**src/trim_prog_pkg.sv**
```systemverilog
// package for the reference trim programmer: pin carriers, timing, trim coding
// assumes a 125 MHz core clock and comparator outputs for the pin levels
package trim_prog_pkg;

  // core clock
  localparam int CLK_PERIOD_NS = 8;

  // pin timing as printed
  localparam int START_MIN_NS = 10000;
  localparam int GAP_MIN_NS = 8000;
  localparam int BIT_PERIOD_NS = 1000;
  localparam int COMMIT_MIN_MS = 15;

  // counter widths
  localparam int PULSE_CNT_W = 11;
  localparam int COMMIT_CNT_W_DEF = 21;

  // derived cycle counts; least times round up
  localparam int START_CYC_I = (START_MIN_NS + CLK_PERIOD_NS - 1) / CLK_PERIOD_NS;
  localparam int GAP_CYC_I = (GAP_MIN_NS + CLK_PERIOD_NS - 1) / CLK_PERIOD_NS;
  localparam int THRESH_CYC_I = (BIT_PERIOD_NS / 2) / CLK_PERIOD_NS;
  localparam int COMMIT_CYC_DEF = (COMMIT_MIN_MS * 1000000 + CLK_PERIOD_NS - 1) / CLK_PERIOD_NS;

  localparam logic [PULSE_CNT_W-1:0] START_CYC = PULSE_CNT_W'(START_CYC_I);
  localparam logic [PULSE_CNT_W-1:0] GAP_CYC = PULSE_CNT_W'(GAP_CYC_I);
  localparam logic [PULSE_CNT_W-1:0] THRESH_CYC = PULSE_CNT_W'(THRESH_CYC_I);
  localparam logic [PULSE_CNT_W-1:0] PULSE_CNT_MAX = {PULSE_CNT_W{1'b1}};

  // trim word and programming group layout
  localparam int TRIM_W = 4;
  localparam int ADDR_W = 6;
  localparam int SEL_W = 2;
  localparam logic [TRIM_W-1:0] TRIM_DEFAULT = 4'hf;
  localparam logic [TRIM_W-1:0] TRIM_CODE_MAX = 4'hf;
  localparam int TRIM_SIGN_BIT = 3;
  localparam logic [ADDR_W-SEL_W-1:0] USER_ADDR_PREFIX = 4'h0;
  localparam logic [2:0] LAST_ADDR_IDX = 3'h6;
  localparam int OFFSET_W = 5;

  // comparator outputs of the two programming pins
  typedef struct packed {
    logic good_hv;    // good_flag_pin held at the 20 V programming level
    logic lock_high;  // lockout_program_pin at supply + 4 V
    logic lock_mid;   // lockout_program_pin at or above supply + 2 V
  } pin_levels_t;

  // command to the nonvolatile trim store
  typedef struct packed {
    logic write;
    logic [TRIM_W-1:0] code;
  } nvm_cmd_t;

  typedef enum logic [2:0] {
    ST_IDLE = 3'b000,
    ST_ARMED = 3'b001,
    ST_START = 3'b010,
    ST_GAP = 3'b011,
    ST_BITS = 3'b100
  } prog_state_t;

endpackage : trim_prog_pkg

```
**src/level_sync.sv**
```systemverilog
// two-flop synchroniser for a group of asynchronous levels
// assumes the levels change slowly against the clock
module level_sync
#(
  parameter int W = 1
)
(
  input wire logic clk,
  input wire logic reset,
  input wire logic [W-1:0] async_in,
  output logic [W-1:0] sync_out
);

  logic [W-1:0] meta_r;

  always_ff @(posedge clk or posedge reset)
  begin
    if (reset)
    begin
      meta_r <= '0;
      sync_out <= '0;
    end
    else
    begin
      meta_r <= async_in;
      sync_out <= meta_r;
    end
  end

endmodule : level_sync

```
**src/reference_trim_programmer.sv**
```systemverilog
// reference trim programmer: decodes pulse-width-coded lockout pin sequences
// into a volatile trim buffer and commits it to the nonvolatile store.
// assumes analog comparators give pin levels and an external store keeps the code.
module reference_trim_programmer
  import trim_prog_pkg::*;
#(
  parameter int COMMIT_CYCLES = COMMIT_CYC_DEF,
  parameter int COMMIT_CNT_W = COMMIT_CNT_W_DEF
)
(
  input wire logic clk,
  input wire logic reset,
  input pin_levels_t pin_levels,
  input wire logic [TRIM_W-1:0] nvm_stored_code,
  output logic [TRIM_W-1:0] trim_code,
  output logic signed [OFFSET_W-1:0] ref_offset_mv,
  output nvm_cmd_t nvm_cmd,
  output logic prog_active
);

  pin_levels_t lv;
  logic [2:0] lv_vec;
  logic in_prog;
  logic mid_only;
  logic high_d_r;
  logic fall;
  prog_state_t state_r;
  prog_state_t state_nxt;
  logic [PULSE_CNT_W-1:0] cnt_r;
  logic [ADDR_W-1:0] addr_r;
  logic [2:0] bits_r;
  logic bit_strobe;
  logic bit_val;
  logic group_done;
  logic addr_valid;
  logic load_pend_r;
  logic [COMMIT_CNT_W-1:0] commit_cnt_r;
  logic commit_hold;

  level_sync #(.W(3)) u_pin_sync
  (
    .clk(clk),
    .reset(reset),
    .async_in(pin_levels),
    .sync_out(lv_vec)
  );

  assign lv = pin_levels_t'(lv_vec);

  // both pins at programming levels
  assign in_prog = lv.good_hv & (lv.lock_mid | lv.lock_high);
  assign mid_only = lv.lock_mid & ~lv.lock_high;
  assign fall = high_d_r & ~lv.lock_high;

  always_ff @(posedge clk or posedge reset)
  begin
    if (reset)
      high_d_r <= 1'b0;
    else
      high_d_r <= lv.lock_high;
  end

  // sequence state
  always_comb
  begin
    state_nxt = state_r;
    case (state_r)
      ST_IDLE:
      begin
        if (in_prog && mid_only)
          state_nxt = ST_ARMED;
      end
      ST_ARMED:
      begin
        if (lv.lock_high)
          state_nxt = ST_START;
      end
      ST_START:
      begin
        if (!lv.lock_high)
          state_nxt = (cnt_r >= START_CYC) ? ST_GAP : ST_ARMED;
      end
      ST_GAP:
      begin
        if (lv.lock_high)
          state_nxt = (cnt_r >= GAP_CYC) ? ST_BITS : ST_START;
      end
      ST_BITS:
      begin
        // a hold as long as a start pulse restarts the sequence
        if (lv.lock_high && cnt_r >= START_CYC)
          state_nxt = ST_START;
      end
      default:
        state_nxt = ST_IDLE;
    endcase
    if (!in_prog)
      state_nxt = ST_IDLE;
  end

  always_ff @(posedge clk or posedge reset)
  begin
    if (reset)
      state_r <= ST_IDLE;
    else
      state_r <= state_nxt;
  end

  // width and gap timer, cleared at each level change
  always_ff @(posedge clk or posedge reset)
  begin
    if (reset)
      cnt_r <= '0;
    else if (state_nxt != state_r || lv.lock_high != high_d_r)
      cnt_r <= '0;
    else if (cnt_r != PULSE_CNT_MAX)
      cnt_r <= cnt_r + 1'b1;
  end

  // a bit is decoded at the end of each high pulse in the bit phase
  assign bit_strobe = (state_r == ST_BITS) && fall && in_prog;
  assign bit_val = (cnt_r >= THRESH_CYC);
  assign group_done = bit_strobe && (bits_r == LAST_ADDR_IDX);

  // address shift register, first pulse ends up in the top bit
  always_ff @(posedge clk or posedge reset)
  begin
    if (reset)
    begin
      addr_r <= '0;
      bits_r <= '0;
    end
    else if (state_r != ST_BITS || state_nxt != ST_BITS)
    begin
      addr_r <= '0;
      bits_r <= '0;
    end
    else if (group_done)
    begin
      bits_r <= '0;
    end
    else if (bit_strobe)
    begin
      addr_r <= {addr_r[ADDR_W-2:0], bit_val};
      bits_r <= bits_r + 1'b1;
    end
  end

  assign addr_valid = (addr_r[ADDR_W-1:SEL_W] == USER_ADDR_PREFIX);

  // volatile trim buffer; reloads from the store after every reset
  always_ff @(posedge clk or posedge reset)
  begin
    if (reset)
    begin
      trim_code <= TRIM_DEFAULT;
      load_pend_r <= 1'b1;
    end
    else if (load_pend_r)
    begin
      trim_code <= nvm_stored_code;
      load_pend_r <= 1'b0;
    end
    else if (group_done && addr_valid)
    begin
      trim_code[addr_r[SEL_W-1:0]] <= bit_val;
    end
  end

  function automatic logic signed [OFFSET_W-1:0] trim_to_offset(input logic [TRIM_W-1:0] code);
    logic [TRIM_W-1:0] steps;
    logic signed [OFFSET_W-1:0] mag;
    steps = code[TRIM_SIGN_BIT] ? (TRIM_CODE_MAX - code) : {1'b0, code[TRIM_SIGN_BIT-1:0]};
    mag = signed'({1'b0, steps[TRIM_SIGN_BIT-1:0], 1'b0});
    return code[TRIM_SIGN_BIT] ? mag : -mag;
  endfunction : trim_to_offset

  // reference follows the buffer, not the store, one clock later
  always_ff @(posedge clk or posedge reset)
  begin
    if (reset)
      ref_offset_mv <= '0;
    else
      ref_offset_mv <= trim_to_offset(trim_code);
  end

  // commit hold timer; one write per continuous hold
  assign commit_hold = lv.good_hv & lv.lock_high;

  always_ff @(posedge clk or posedge reset)
  begin
    if (reset)
      commit_cnt_r <= '0;
    else if (!commit_hold)
      commit_cnt_r <= '0;
    else if (commit_cnt_r != COMMIT_CNT_W'(COMMIT_CYCLES))
      commit_cnt_r <= commit_cnt_r + 1'b1;
  end

  always_ff @(posedge clk or posedge reset)
  begin
    if (reset)
      nvm_cmd <= '0;
    else
    begin
      nvm_cmd.write <= commit_hold && (commit_cnt_r == COMMIT_CNT_W'(COMMIT_CYCLES - 1));
      nvm_cmd.code <= trim_code;
    end
  end

  always_ff @(posedge clk or posedge reset)
  begin
    if (reset)
      prog_active <= 1'b0;
    else
      prog_active <= (state_nxt != ST_IDLE);
  end

endmodule : reference_trim_programmer

```
**config.mk**
```make
export PLATFORM = sky130hd
export DESIGN_NAME = reference_trim_programmer
export DESIGN_NICKNAME = d
export VERILOG_FILES = /design/src/trim_prog_pkg.sv /design/src/level_sync.sv /design/src/reference_trim_programmer.sv
export SDC_FILE = /design/constraint.sdc
export NUM_CORES = 1
export LEC_CHECK = 0
export BUFFER_PORTS_ARGS = -buffer_cell sky130_fd_sc_hd__buf_2
export CAP_MARGIN = 10
export CORE_ASPECT_RATIO = 1.75
export CORE_MARGIN = 2
export CORE_UTILIZATION = 54
export CTS_BUF_LIST = sky130_fd_sc_hd__clkbuf_16
export CTS_CLUSTER_SIZE = 25
export DETAILED_ROUTE_END_ITERATION = 7
export HOLD_SLACK_MARGIN = 0.08
export MAX_ROUTING_LAYER = met4
export PLACE_DENSITY = 0.88
export SYNTH_ARGS = -nofsm -noshare
export SYNTH_HDL_FRONTEND = slang
export SYNTH_SLANG_ARGS = --single-unit
export TNS_END_PERCENT = 1
```
**constraint.sdc**
```tcl
create_clock -name clk -period 1.6 [get_ports clk]
set_input_delay 0 -clock clk [delete_from_list [all_inputs] [get_ports clk]]
set_output_delay 0 -clock clk [all_outputs]
set_load 0.02 [all_outputs]
```
; ---- Yosys cells after proc, flatten, opt, wreduce, memory -nomap -nowiden
; Index checks and enable logic that the tools add are counted.
[op_classes]
n_addsub = 5
magnitude_cmp = 5
eq_ne = 14
muxes = 26
bitwise = 6
n_reduce_logical = 18
[op_table]
columns = operator, n
row1 = $mux W21, 2
row2 = $mux W3, 11
row3 = $mux W11, 2
row4 = $add A21 B1 Y21 const B, 1
row5 = $eq A21 B21 Y1 const B, 1
row6 = $ne A21 B21 Y1 const B, 1
row7 = $mux W6, 3
row8 = $pmux W3 S5, 1
row9 = $add A11 B1 Y11 const B, 1
row10 = $ge A11 B10 Y1 const B, 1
row11 = $ge A11 B11 Y1 const B, 1
row12 = $ge A11 B6 Y1 const B, 1
row13 = $ne A11 B11 Y1 const B, 1
row14 = $logic_and A1 B1 Y1, 8
row15 = $mux W4, 2
row16 = $eq A3 B2 Y1 const B, 2
row17 = $eq A3 B3 Y1 const B, 2
row18 = $ne A3 B3 Y1 const B, 2
row19 = $reduce_bool A2 Y1, 3
row20 = $reduce_bool A3 Y1, 2
row21 = $mux W5, 1
row22 = $neg A4 Y5, 1
row23 = $and A1 B1 Y1, 4
row24 = $bwmux W4, 1
row25 = 17 further kinds, 19
[totals]
reg_bits = 67
output_inout_bits = 15
elab_cells = 88

; ---- Depth between registers and ports, before layout
; Gate-level depths: netlist of the first run.
[logic_depth]
depth_word = 10
depth_mapped = 8
mapped_depth_nobuf = 7

; ---- By module
; From an unflattened synthesis of the first run, not the netlist that was laid out.
[hier_totals]
cells_unflattened = 313
hier_area_um2 = 3219.3
[modules_own_cells]
columns = module, instances, cells_per_inst, area_per_inst_um2, seq_area_each_um2
row1 = reference_trim_programmer, 1, 306, 3065.4, 1507.7
row2 = level_sync, 1, 7, 153.9, 150.1

; ---- Worst setup path before layout of the first run
; No wires, ideal clock.
[synth_path]
path_type = register to register
from = register commit_cnt_r[0]
to = register commit_cnt_r[20]
setup_time_ns = 0.132
t_arrival_ns = 1.621
slack_ns = -0.153
stages_incl_launch_ff = 7
period_less_slack_ns = 1.753
path_cell_list = dfrtp_1 > ha_1 > nand3_1 > nor4_1 > nand4_1 > xor2_1 > nor2_1
[synth_via]
elab_chain_cells = 3
word_cells_on_any_way = 5
cone_classes = add/sub (1) / eq/ne (2) / mux (2)
[synth_rtl]
columns = item, line_no
row1 = "start, declared", reference_trim_programmer.sv:37  ; logic [COMMIT_CNT_W-1:0] commit_cnt_r;
row2 = "start signal, assigned", reference_trim_programmer.sv:197  ; commit_cnt_r <= commit_cnt_r + 1'b1;
row3 = $add A21 B1 Y21, reference_trim_programmer.sv:197
row4 = $mux W21, reference_trim_programmer.sv:196  ; else if (commit_cnt_r != COMMIT_CNT_W'(COMMIT_CYCLES))
row5 = $mux W21, reference_trim_programmer.sv:194  ; else if (!commit_hold)
; Several ways; a longest one is shown, not always the timed one. The select of a mux whose other input is x is not followed.
; A chain may end at the register's enable or synchronous reset.

; ---- Worst setup path in the final report of the first run
[layout_path]
from = register u_pin_sync.sync_out[1]
to = register cnt_r[4]
[layout_via]
elab_chain_cells = 9
word_cells_on_any_way = 18
cone_classes = eq/ne (2) / mux (8) / bitwise (4) / reduce/logical (4)
[layout_rtl]
columns = item, line_no
row1 = "start, declared", level_sync.sv:11  ; output logic [W-1:0] sync_out
row2 = "start signal, assigned", level_sync.sv:26  ; sync_out <= meta_r;
row3 = $or A1 B1 Y1 / $not A1 Y1 (equally long branches), "reference_trim_programmer.sv:51, reference_trim_programmer.sv:52"
row4 = $and A1 B1 Y1 (on tied branches), "reference_trim_programmer.sv:51, reference_trim_programmer.sv:52"
row5 = $logic_and A1 B1 Y1, reference_trim_programmer.sv:70  ; if (in_prog && mid_only)
row6 = $mux W3, reference_trim_programmer.sv:70
row7 = $pmux W3 S5, reference_trim_programmer.sv:67  ; case (state_r)
row8 = $mux W3, reference_trim_programmer.sv:97  ; if (!in_prog)
row9 = $ne A3 B3 Y1, reference_trim_programmer.sv:114  ; else if (state_nxt != state_r || lv.lock_high != high_d_r)
row10 = $logic_or A1 B1 Y1 (*), reference_trim_programmer.sv:114
row11 = $mux W11 / $reduce_bool A2 Y1 (equally long branches), n/a
row12 = "end signal, assigned", reference_trim_programmer.sv:117  ; cnt_r <= cnt_r + 1'b1;
row13 = "end, declared", reference_trim_programmer.sv:29  ; logic [PULSE_CNT_W-1:0] cnt_r;
; Every way passes the cells marked *; elsewhere a longest branch is shown, timed or not.

==> results by group, run 1 <==
CTS
  • CTS tree: built
  • Clk_lat worst skew: 340 ps
  • CTS buffer count: 9
  • Clock root cell: clkbuf_16
  • CTS Sinks: 66
  • Clock Tree Buf Depth: 2
  • Clock-pin slew on the worst setup and hold paths: 60 ps
  • Htree depth: 3

Placed design
  • Hpwl dp: 4730 µm
  • GPL Wtd Cong: 0.9853
  • DP Area: 3701 µm²
  • IO buf count: 22

Global routing
  • First-pass GRT wire length: 14260 µm
  • Initial antenna violation count: 0
  • GRT overflow: 0
  • Total track usage: 0.3076
  • Vias in the first global route: 2987
  • Pin count of the biggest net entering global routing: 25

Setup path
  • CP arrival: 2040 ps
  • Reg2reg path depth: 6
  • Slowest library cell on the worst path: dfrtp_1
  • Crit path max fanout: 11
  • Crit path kind: flop to flop
  • CP Capture Type: flop
  • CP Launch Type: flop
  • Critical Path Start: u_pin_sync.sync_out[1]
  • R2R Path Start: u_pin_sync.sync_out[1]
  • R2r setup slk: -190 ps
  • Critical Path RT: 1850 ps
  • R2R Path End: cnt_r[4]
  • Crit path capture: cnt_r[4]
  • Worst-path cell chain: buf_4 -> a21oi_1 -> o311ai_2 -> a221o_1 -> buf_12 -> a211oi_2
  • Crit path largest cell delay: 420 ps

Outcome
  • Status: complete, but fails checks
  • Failing checks: setup timing

Synthesis
  • Post-synth EDFFs: 0
  • Average cell area after synthesis: 10.11 µm²
  • Seq/Total Area, Yosys: 0.5258
  • Ys Warns: 0
  • Post-synth ARST share: 1.000
  • Synth cell types: 47
  • Synthesized flop and latch total: 66
  • Top_reg_cell synth: dfrtp_1
  • Mapped Cells: 312
  • Mapped cell area: 3153 µm²

Cells and area
  • P&R area growth vs syn: 32.78%
  • Final instance area: 4187 µm²
  • Share of cells above drive strength 1: 0.3232
  • Nets: 408
  • Fillers: 336
  • Antenna diodes: 0

Die
  • Initial core utilization: 0.5645
  • Die Width: 61.76 µm
  • Die height: 105.1 µm
  • Boundary Pins: 24
  • Rows: 36
  • Total die area: 6490 µm²
  • Core region area: 5585 µm²

STA
  • Fmax: 0.5577 GHz
  • Slew headroom: 0.6529
  • Final Critical Period: 1793 ps
  • Final setup fails: 19
  • Hold WS: 284.2 ps
  • Max Slew Vio Count: 0
  • Clk_skew: 11.51 ps
  • Setup ws final: -193.2 ps
  • Hold Vio Cnt, Final: 0
  • Final period util: 1.121
  • RSZ-0062 raised after global routing: true
  • Slew @ Worst Pin: 519.6 ps
  • Setup TNS: -2268 ps

Routing
  • Avg WL per Cell: 19.69 µm
  • Final WL: 9293 µm
  • Via/cell ratio: 6.184
  • Antenna Violating Nets Remaining: 0
  • Via count: 2919
  • Initial DRC Count: 479
  • Post-route DRC: 0
  • Drt pass-1 iters: 8

Flow run
  • # Max-Cap Violations: 0

Power
  • Pwr dens: 975.0 nW/µm²
  • Max VDD drop: 673.4 µV
  • Leakage Power: 1.865 nW

Hold path
  • Worst hold path type: input port to async pin
## cell usage after synthesis (2+ instances only)
cell type / instances / share of area
dfrtp_1: 61 / 0.48
nor2_1: 42 / 0.050
nand2_1: 30 / 0.036
xor2_1: 18 / 0.050
nand3_1: 16 / 0.025
nand4_1: 15 / 0.030
a21oi_1: 14 / 0.022
inv_1: 10 / 0.012
xnor2_1: 10 / 0.028
ha_1: 8 / 0.032
mux2i_1: 7 / 0.022
nor3_1: 7 / 0.011
o21ai_0: 7 / 0.011
clkbuf_1: 6 / 0.0071
nor4_1: 6 / 0.012
and4_1: 5 / 0.014
buf_2: 5 / 0.0079
dfstp_2: 5 / 0.042
and3_1: 4 / 0.0079
or3_1: 3 / 0.0060
and2_1: 2 / 0.0040
and3b_1: 2 / 0.0056
nand3b_1: 2 / 0.0048
nand4b_1: 2 / 0.0056
o211ai_1: 2 / 0.0048
or4_1: 2 / 0.0048
## state kept, by name, summed over array words and instances (netlist names)
name / count
high_d_r: 1
bits_r: 3
nvm_cmd: 5
cnt_r: 11
load_pend_r: 1
ref_offset_mv: 4
state_r: 3
u_pin_sync.meta_r: 3
addr_r: 6
u_pin_sync.sync_out: 3
prog_active: 1
commit_cnt_r: 21
trim_code: 4
## what timing repair did
action | 4_1_cts | 5_1_grt
hold buffers | 8 | 0
pin swaps | 4 | 6
gates resized for setup | 16 | 25
setup buffers | 0 | 1
setup endpoints to repair | 18 | 37
endpoints found under the hold margin | 50 | 0
## per-stage QoR
stage	power [mW]	instances	worst slack [ps]	util
after CTS	4.014	471	-170.2	0.7370
final	4.082	472	-193.2	0.7496
after global routing	4.213	472	-262.1	0.7496
after floorplan	2.011	313	-45.23	-
after global placement	2.140	447	-152.9	0.6626
after detailed placement	2.154	447	-196.5	0.6626
## kinds of logic (layout without fill, tap and decap cells)
kind of cell    count (synthesis)  in the layout  synth area share
simple gates                  146            146            0.2429
xor+xnor                       28             28           0.07778
compound gates                 33             33           0.06548
fa+ha+maj                       8              8           0.03175
flops                          66             66            0.5258
buf+inv                        23            106           0.03294
other cells                     1              2          0.001189
mux                             7              7           0.02222
## critical path, delay by kind of cell, from the launching register on
family,cells,cell delay [ps]
AOI/OAI and AO/OA,4,930
buffers and inverters,2,350
DFF,1,420
## area by class of cell
class	count	area [µm²]	area share
tap	76	95.09	0.02271
inverter	10	41.29	0.009863
sequential	66	1664	0.3975
clock inverter	7	55.05	0.01315
multi-input combinational	224	1508	0.3601
clock buffer	9	225.2	0.05380
timing repair buffer	80	598.1	0.1429
## cell usage in the layout, fill, tap and decap left out, types with 2 or more instances in the layout
cell            n
ha_1            5
dfrtp_2         5
and2_1          2
conb_1          2
dfrtp_1        56
buf_12          2
nor2_2          6
nor3_1          5
dlygate4sd3_1   8
mux2i_1         7
and4_1          5
nand3_1        16
o211ai_1        2
clkinv_1        2
o21ai_1         5
nor2_1         35
clkbuf_16       9
buf_6           2
dfstp_2         5
nand4_1        15
nor4_2          5
o21ai_2         2
or3_1           2
clkinv_2        2
nor3_2          3
nand3b_1        2
a21oi_1        14
xnor2_1        10
xor2_1         18
nor4_1          2
buf_2          22
buf_4          46
ha_2            3
or4_4           2
nand2_2         2
nand4b_1        2
nand2_1        28
inv_1          11
and3_1          3
## power by group
group / internal, mW / leakage [nW] / total [mW] / switching [mW]
clock network: 1.18 / 0.147 / 1.90 / 0.727
logic: 0.159 / 0.859 / 0.390 / 0.231
registers: 1.74 / 0.859 / 1.79 / 0.0466
## per-layer routing
| layer | GRT usage | vias to the layer above | routed length (µm) |
|---|---|---|---|
| li1 | - | 1245 | - |
| met1 | 0.3426 | 1401 | 3266 |
| met2 | 0.4872 | 206 | 4829 |
| met3 | 0.08416 | 67 | 635 |
| met4 | 0.1535 | 0 | 562 |
| met5 | - | - | 0 |
## worst min path at each step
stage                             start              endpoint  slack (ps)  cells past startpoint
final                             reset      ref_offset_mv[3]         280                      3
after global routing              reset      ref_offset_mv[3]         320                      3
after CTS                         reset      ref_offset_mv[3]         260                      3
after detailed placement          reset      ref_offset_mv[3]          60                      2
after global placement            reset      ref_offset_mv[3]          50                      2
after floorplan           pin_levels[0]  u_pin_sync.meta_r[0]          30                      0
(Power assumes the default switching activity.)
==> inputs of run 2 (changes only) <==
- CORE_UTILIZATION: 54 -> 59
- PLACE_DENSITY: 0.88 -> 0.9
- clock period: 1.6 -> 1.79 ns (I/O delays scaled with it)
==> results by group, run 2 (same netlist as run 1, synthesis figures left out) <==
Global routing
  • Initial antenna violation count: 0
  • Pin count of the biggest net entering global routing: 30
  • First-pass GRT wire length: 12080 µm
  • GRT overflow: 0
  • Total track usage: 0.2769
  • Vias in the first global route: 2746

Routing
  • Via/cell ratio: 6.086
  • Post-route DRC: 0
  • Final WL: 7298 µm
  • Drt pass-1 iters: 4
  • Antenna Violating Nets Remaining: 0
  • Via count: 2605
  • Avg WL per Cell: 17.05 µm
  • Initial DRC Count: 140

STA
  • Slew @ Worst Pin: 511.1 ps
  • Setup ws final: -25.94 ps
  • Final setup fails: 5
  • RSZ-0062 raised after global routing: true
  • Hold WS: 248.1 ps
  • Clk_skew: 6.588 ps
  • Fmax: 0.5507 GHz
  • Hold Vio Cnt, Final: 0
  • Max Slew Vio Count: 0
  • Final Critical Period: 1816 ps
  • Setup TNS: -76.15 ps
  • Slew headroom: 0.6588
  • Final period util: 1.014

CTS
  • Htree depth: 3
  • Clock Tree Buf Depth: 2
  • CTS buffer count: 9
  • CTS Sinks: 66
  • Clk_lat worst skew: 330 ps
  • CTS tree: built
  • Clock-pin slew on the worst setup and hold paths: 60 ps
  • Clock root cell: clkbuf_16

Setup path
  • Buf/Inv on CP: 1
  • CP Capture Type: flop
  • Slowest library cell on the worst path: a221o_2
  • CP arrival: 2070 ps
  • Critical path's top delay family: compound AO/OA/AOI/OAI gates
  • CP Launch Type: flop
  • Crit path kind: flop to flop
  • Critical Path RT: 2050 ps
  • Worst-path cell chain: nor4_4 -> o21ai_2 -> a21o_1 -> a221o_2 -> buf_6 -> nor2_1
  • Crit path largest cell delay: 460 ps
  • Crit path max fanout: 7

Cells and area
  • Max reg flops: 21
  • Commonest cells after routing, fill and taps aside: 58 x dfrtp_1, 39 x nor2_1, 30 x nand2_1
  • Share of cells above drive strength 1: 0.2359
  • Fillers: 299
  • Commonest non-fill, non-tap cell in the layout: dfrtp_1
  • P&R area growth vs syn: 24.88%
  • Top reg by flops: commit_cnt_r
  • Antenna diodes: 0
  • Biggest regs: commit_cnt_r x21, cnt_r x11, addr_r x6
  • Final instance area: 3938 µm²
  • Nets: 385
  • Final core utilization: 0.7556

Power
  • Max VDD drop: 731.1 µV
  • Leakage Power: 1.775 nW
  • Pwr dens: 967.3 nW/µm²

Placed design
  • GPL Wtd Cong: 1.017
  • IO buf count: 22
  • Hpwl dp: 4786 µm
  • DP Area: 3462 µm²

Flow run
  • # Max-Cap Violations: 0

Outcome
  • Failing checks: setup timing
  • Status: complete, but fails checks

Die
  • Initial core utilization: 0.6050
  • Core region area: 5211 µm²
  • Die height: 100.7 µm
  • Rows: 35
  • Boundary Pins: 24
  • Die Width: 59.26 µm
  • Total die area: 5968 µm²

Hold path
  • Worst hold path type: input port to async pin
[run 2: final timing paths]
| check | start | cells after the start | end | slack, ps |
|---|---|---|---|---|
| worst max-delay path | cnt_r[1] | 6 | cnt_r[0] | -30 |
| worst min-delay path | reset | 3 | commit_cnt_r[5] | 250 |
| worst max register to register | cnt_r[1] | 6 | cnt_r[0] | -30 |
| worst min register to register | u_pin_sync.meta_r[2] | 0 | u_pin_sync.sync_out[2] | 350 |
| max in group asynchronous | reset | 4 | cnt_r[5] | 930 |
| min in group clk | pin_levels[1] | 2 | u_pin_sync.meta_r[1] | 310 |
[run 2: routing by layer]
| layer | up-vias | GRT usage | wire length (µm) |
|---|---|---|---|
| li1 | 1200 | - | - |
| met1 | 1269 | 0.2775 | 2672 |
| met2 | 105 | 0.4759 | 4056 |
| met3 | 31 | 0.05648 | 288 |
| met4 | 0 | 0.1643 | 280 |
| met5 | - | - | 0 |
[run 2: worst min-delay path, cell delays in order]
cell           delay, ps
dlygate4sd3_1        530
buf_2                120
inv_2                380
[run 2: through the flow]
step	std cells	power (mW)	worst slack, ps
2_1_floorplan	313	1.797	37.29
3_3_place_gp	401	1.889	2.124
3_5_place_dp	401	1.902	-195.6
4_1_cts	428	3.836	-9.132
5_1_grt	428	3.936	-89.53
6_report	428	3.809	-25.94
[run 2: layout make-up]
class | count | area, µm² | area share
Timing Repair Buffer | 57 | 409.1 | 0.1039
Sequential cell | 66 | 1662 | 0.4220
Clock inverter | 7 | 101.3 | 0.02574
Tap cell | 55 | 68.82 | 0.01748
Inverter | 10 | 37.54 | 0.009533
Clock buffer | 9 | 225.2 | 0.05720
Multi-Input combinational cell | 224 | 1434 | 0.3642
[run 2: where the power goes]
group	internal (mW)	switching (mW)	leakage, nW	total (mW)
clock	1.23	0.671	0.152	1.90
combinational	0.128	0.181	0.760	0.310
sequential	1.56	0.0446	0.863	1.60
[run 2: timing repair]
item / in CTS / in global routing
hold endpoints to repair: 29 / 0
setup buffers: 3 / 0
hold buffers: 8 / 0
pin swaps: 4 / 3
gates resized for setup: 7 / 7
endpoints found under the setup margin: 12 / 21
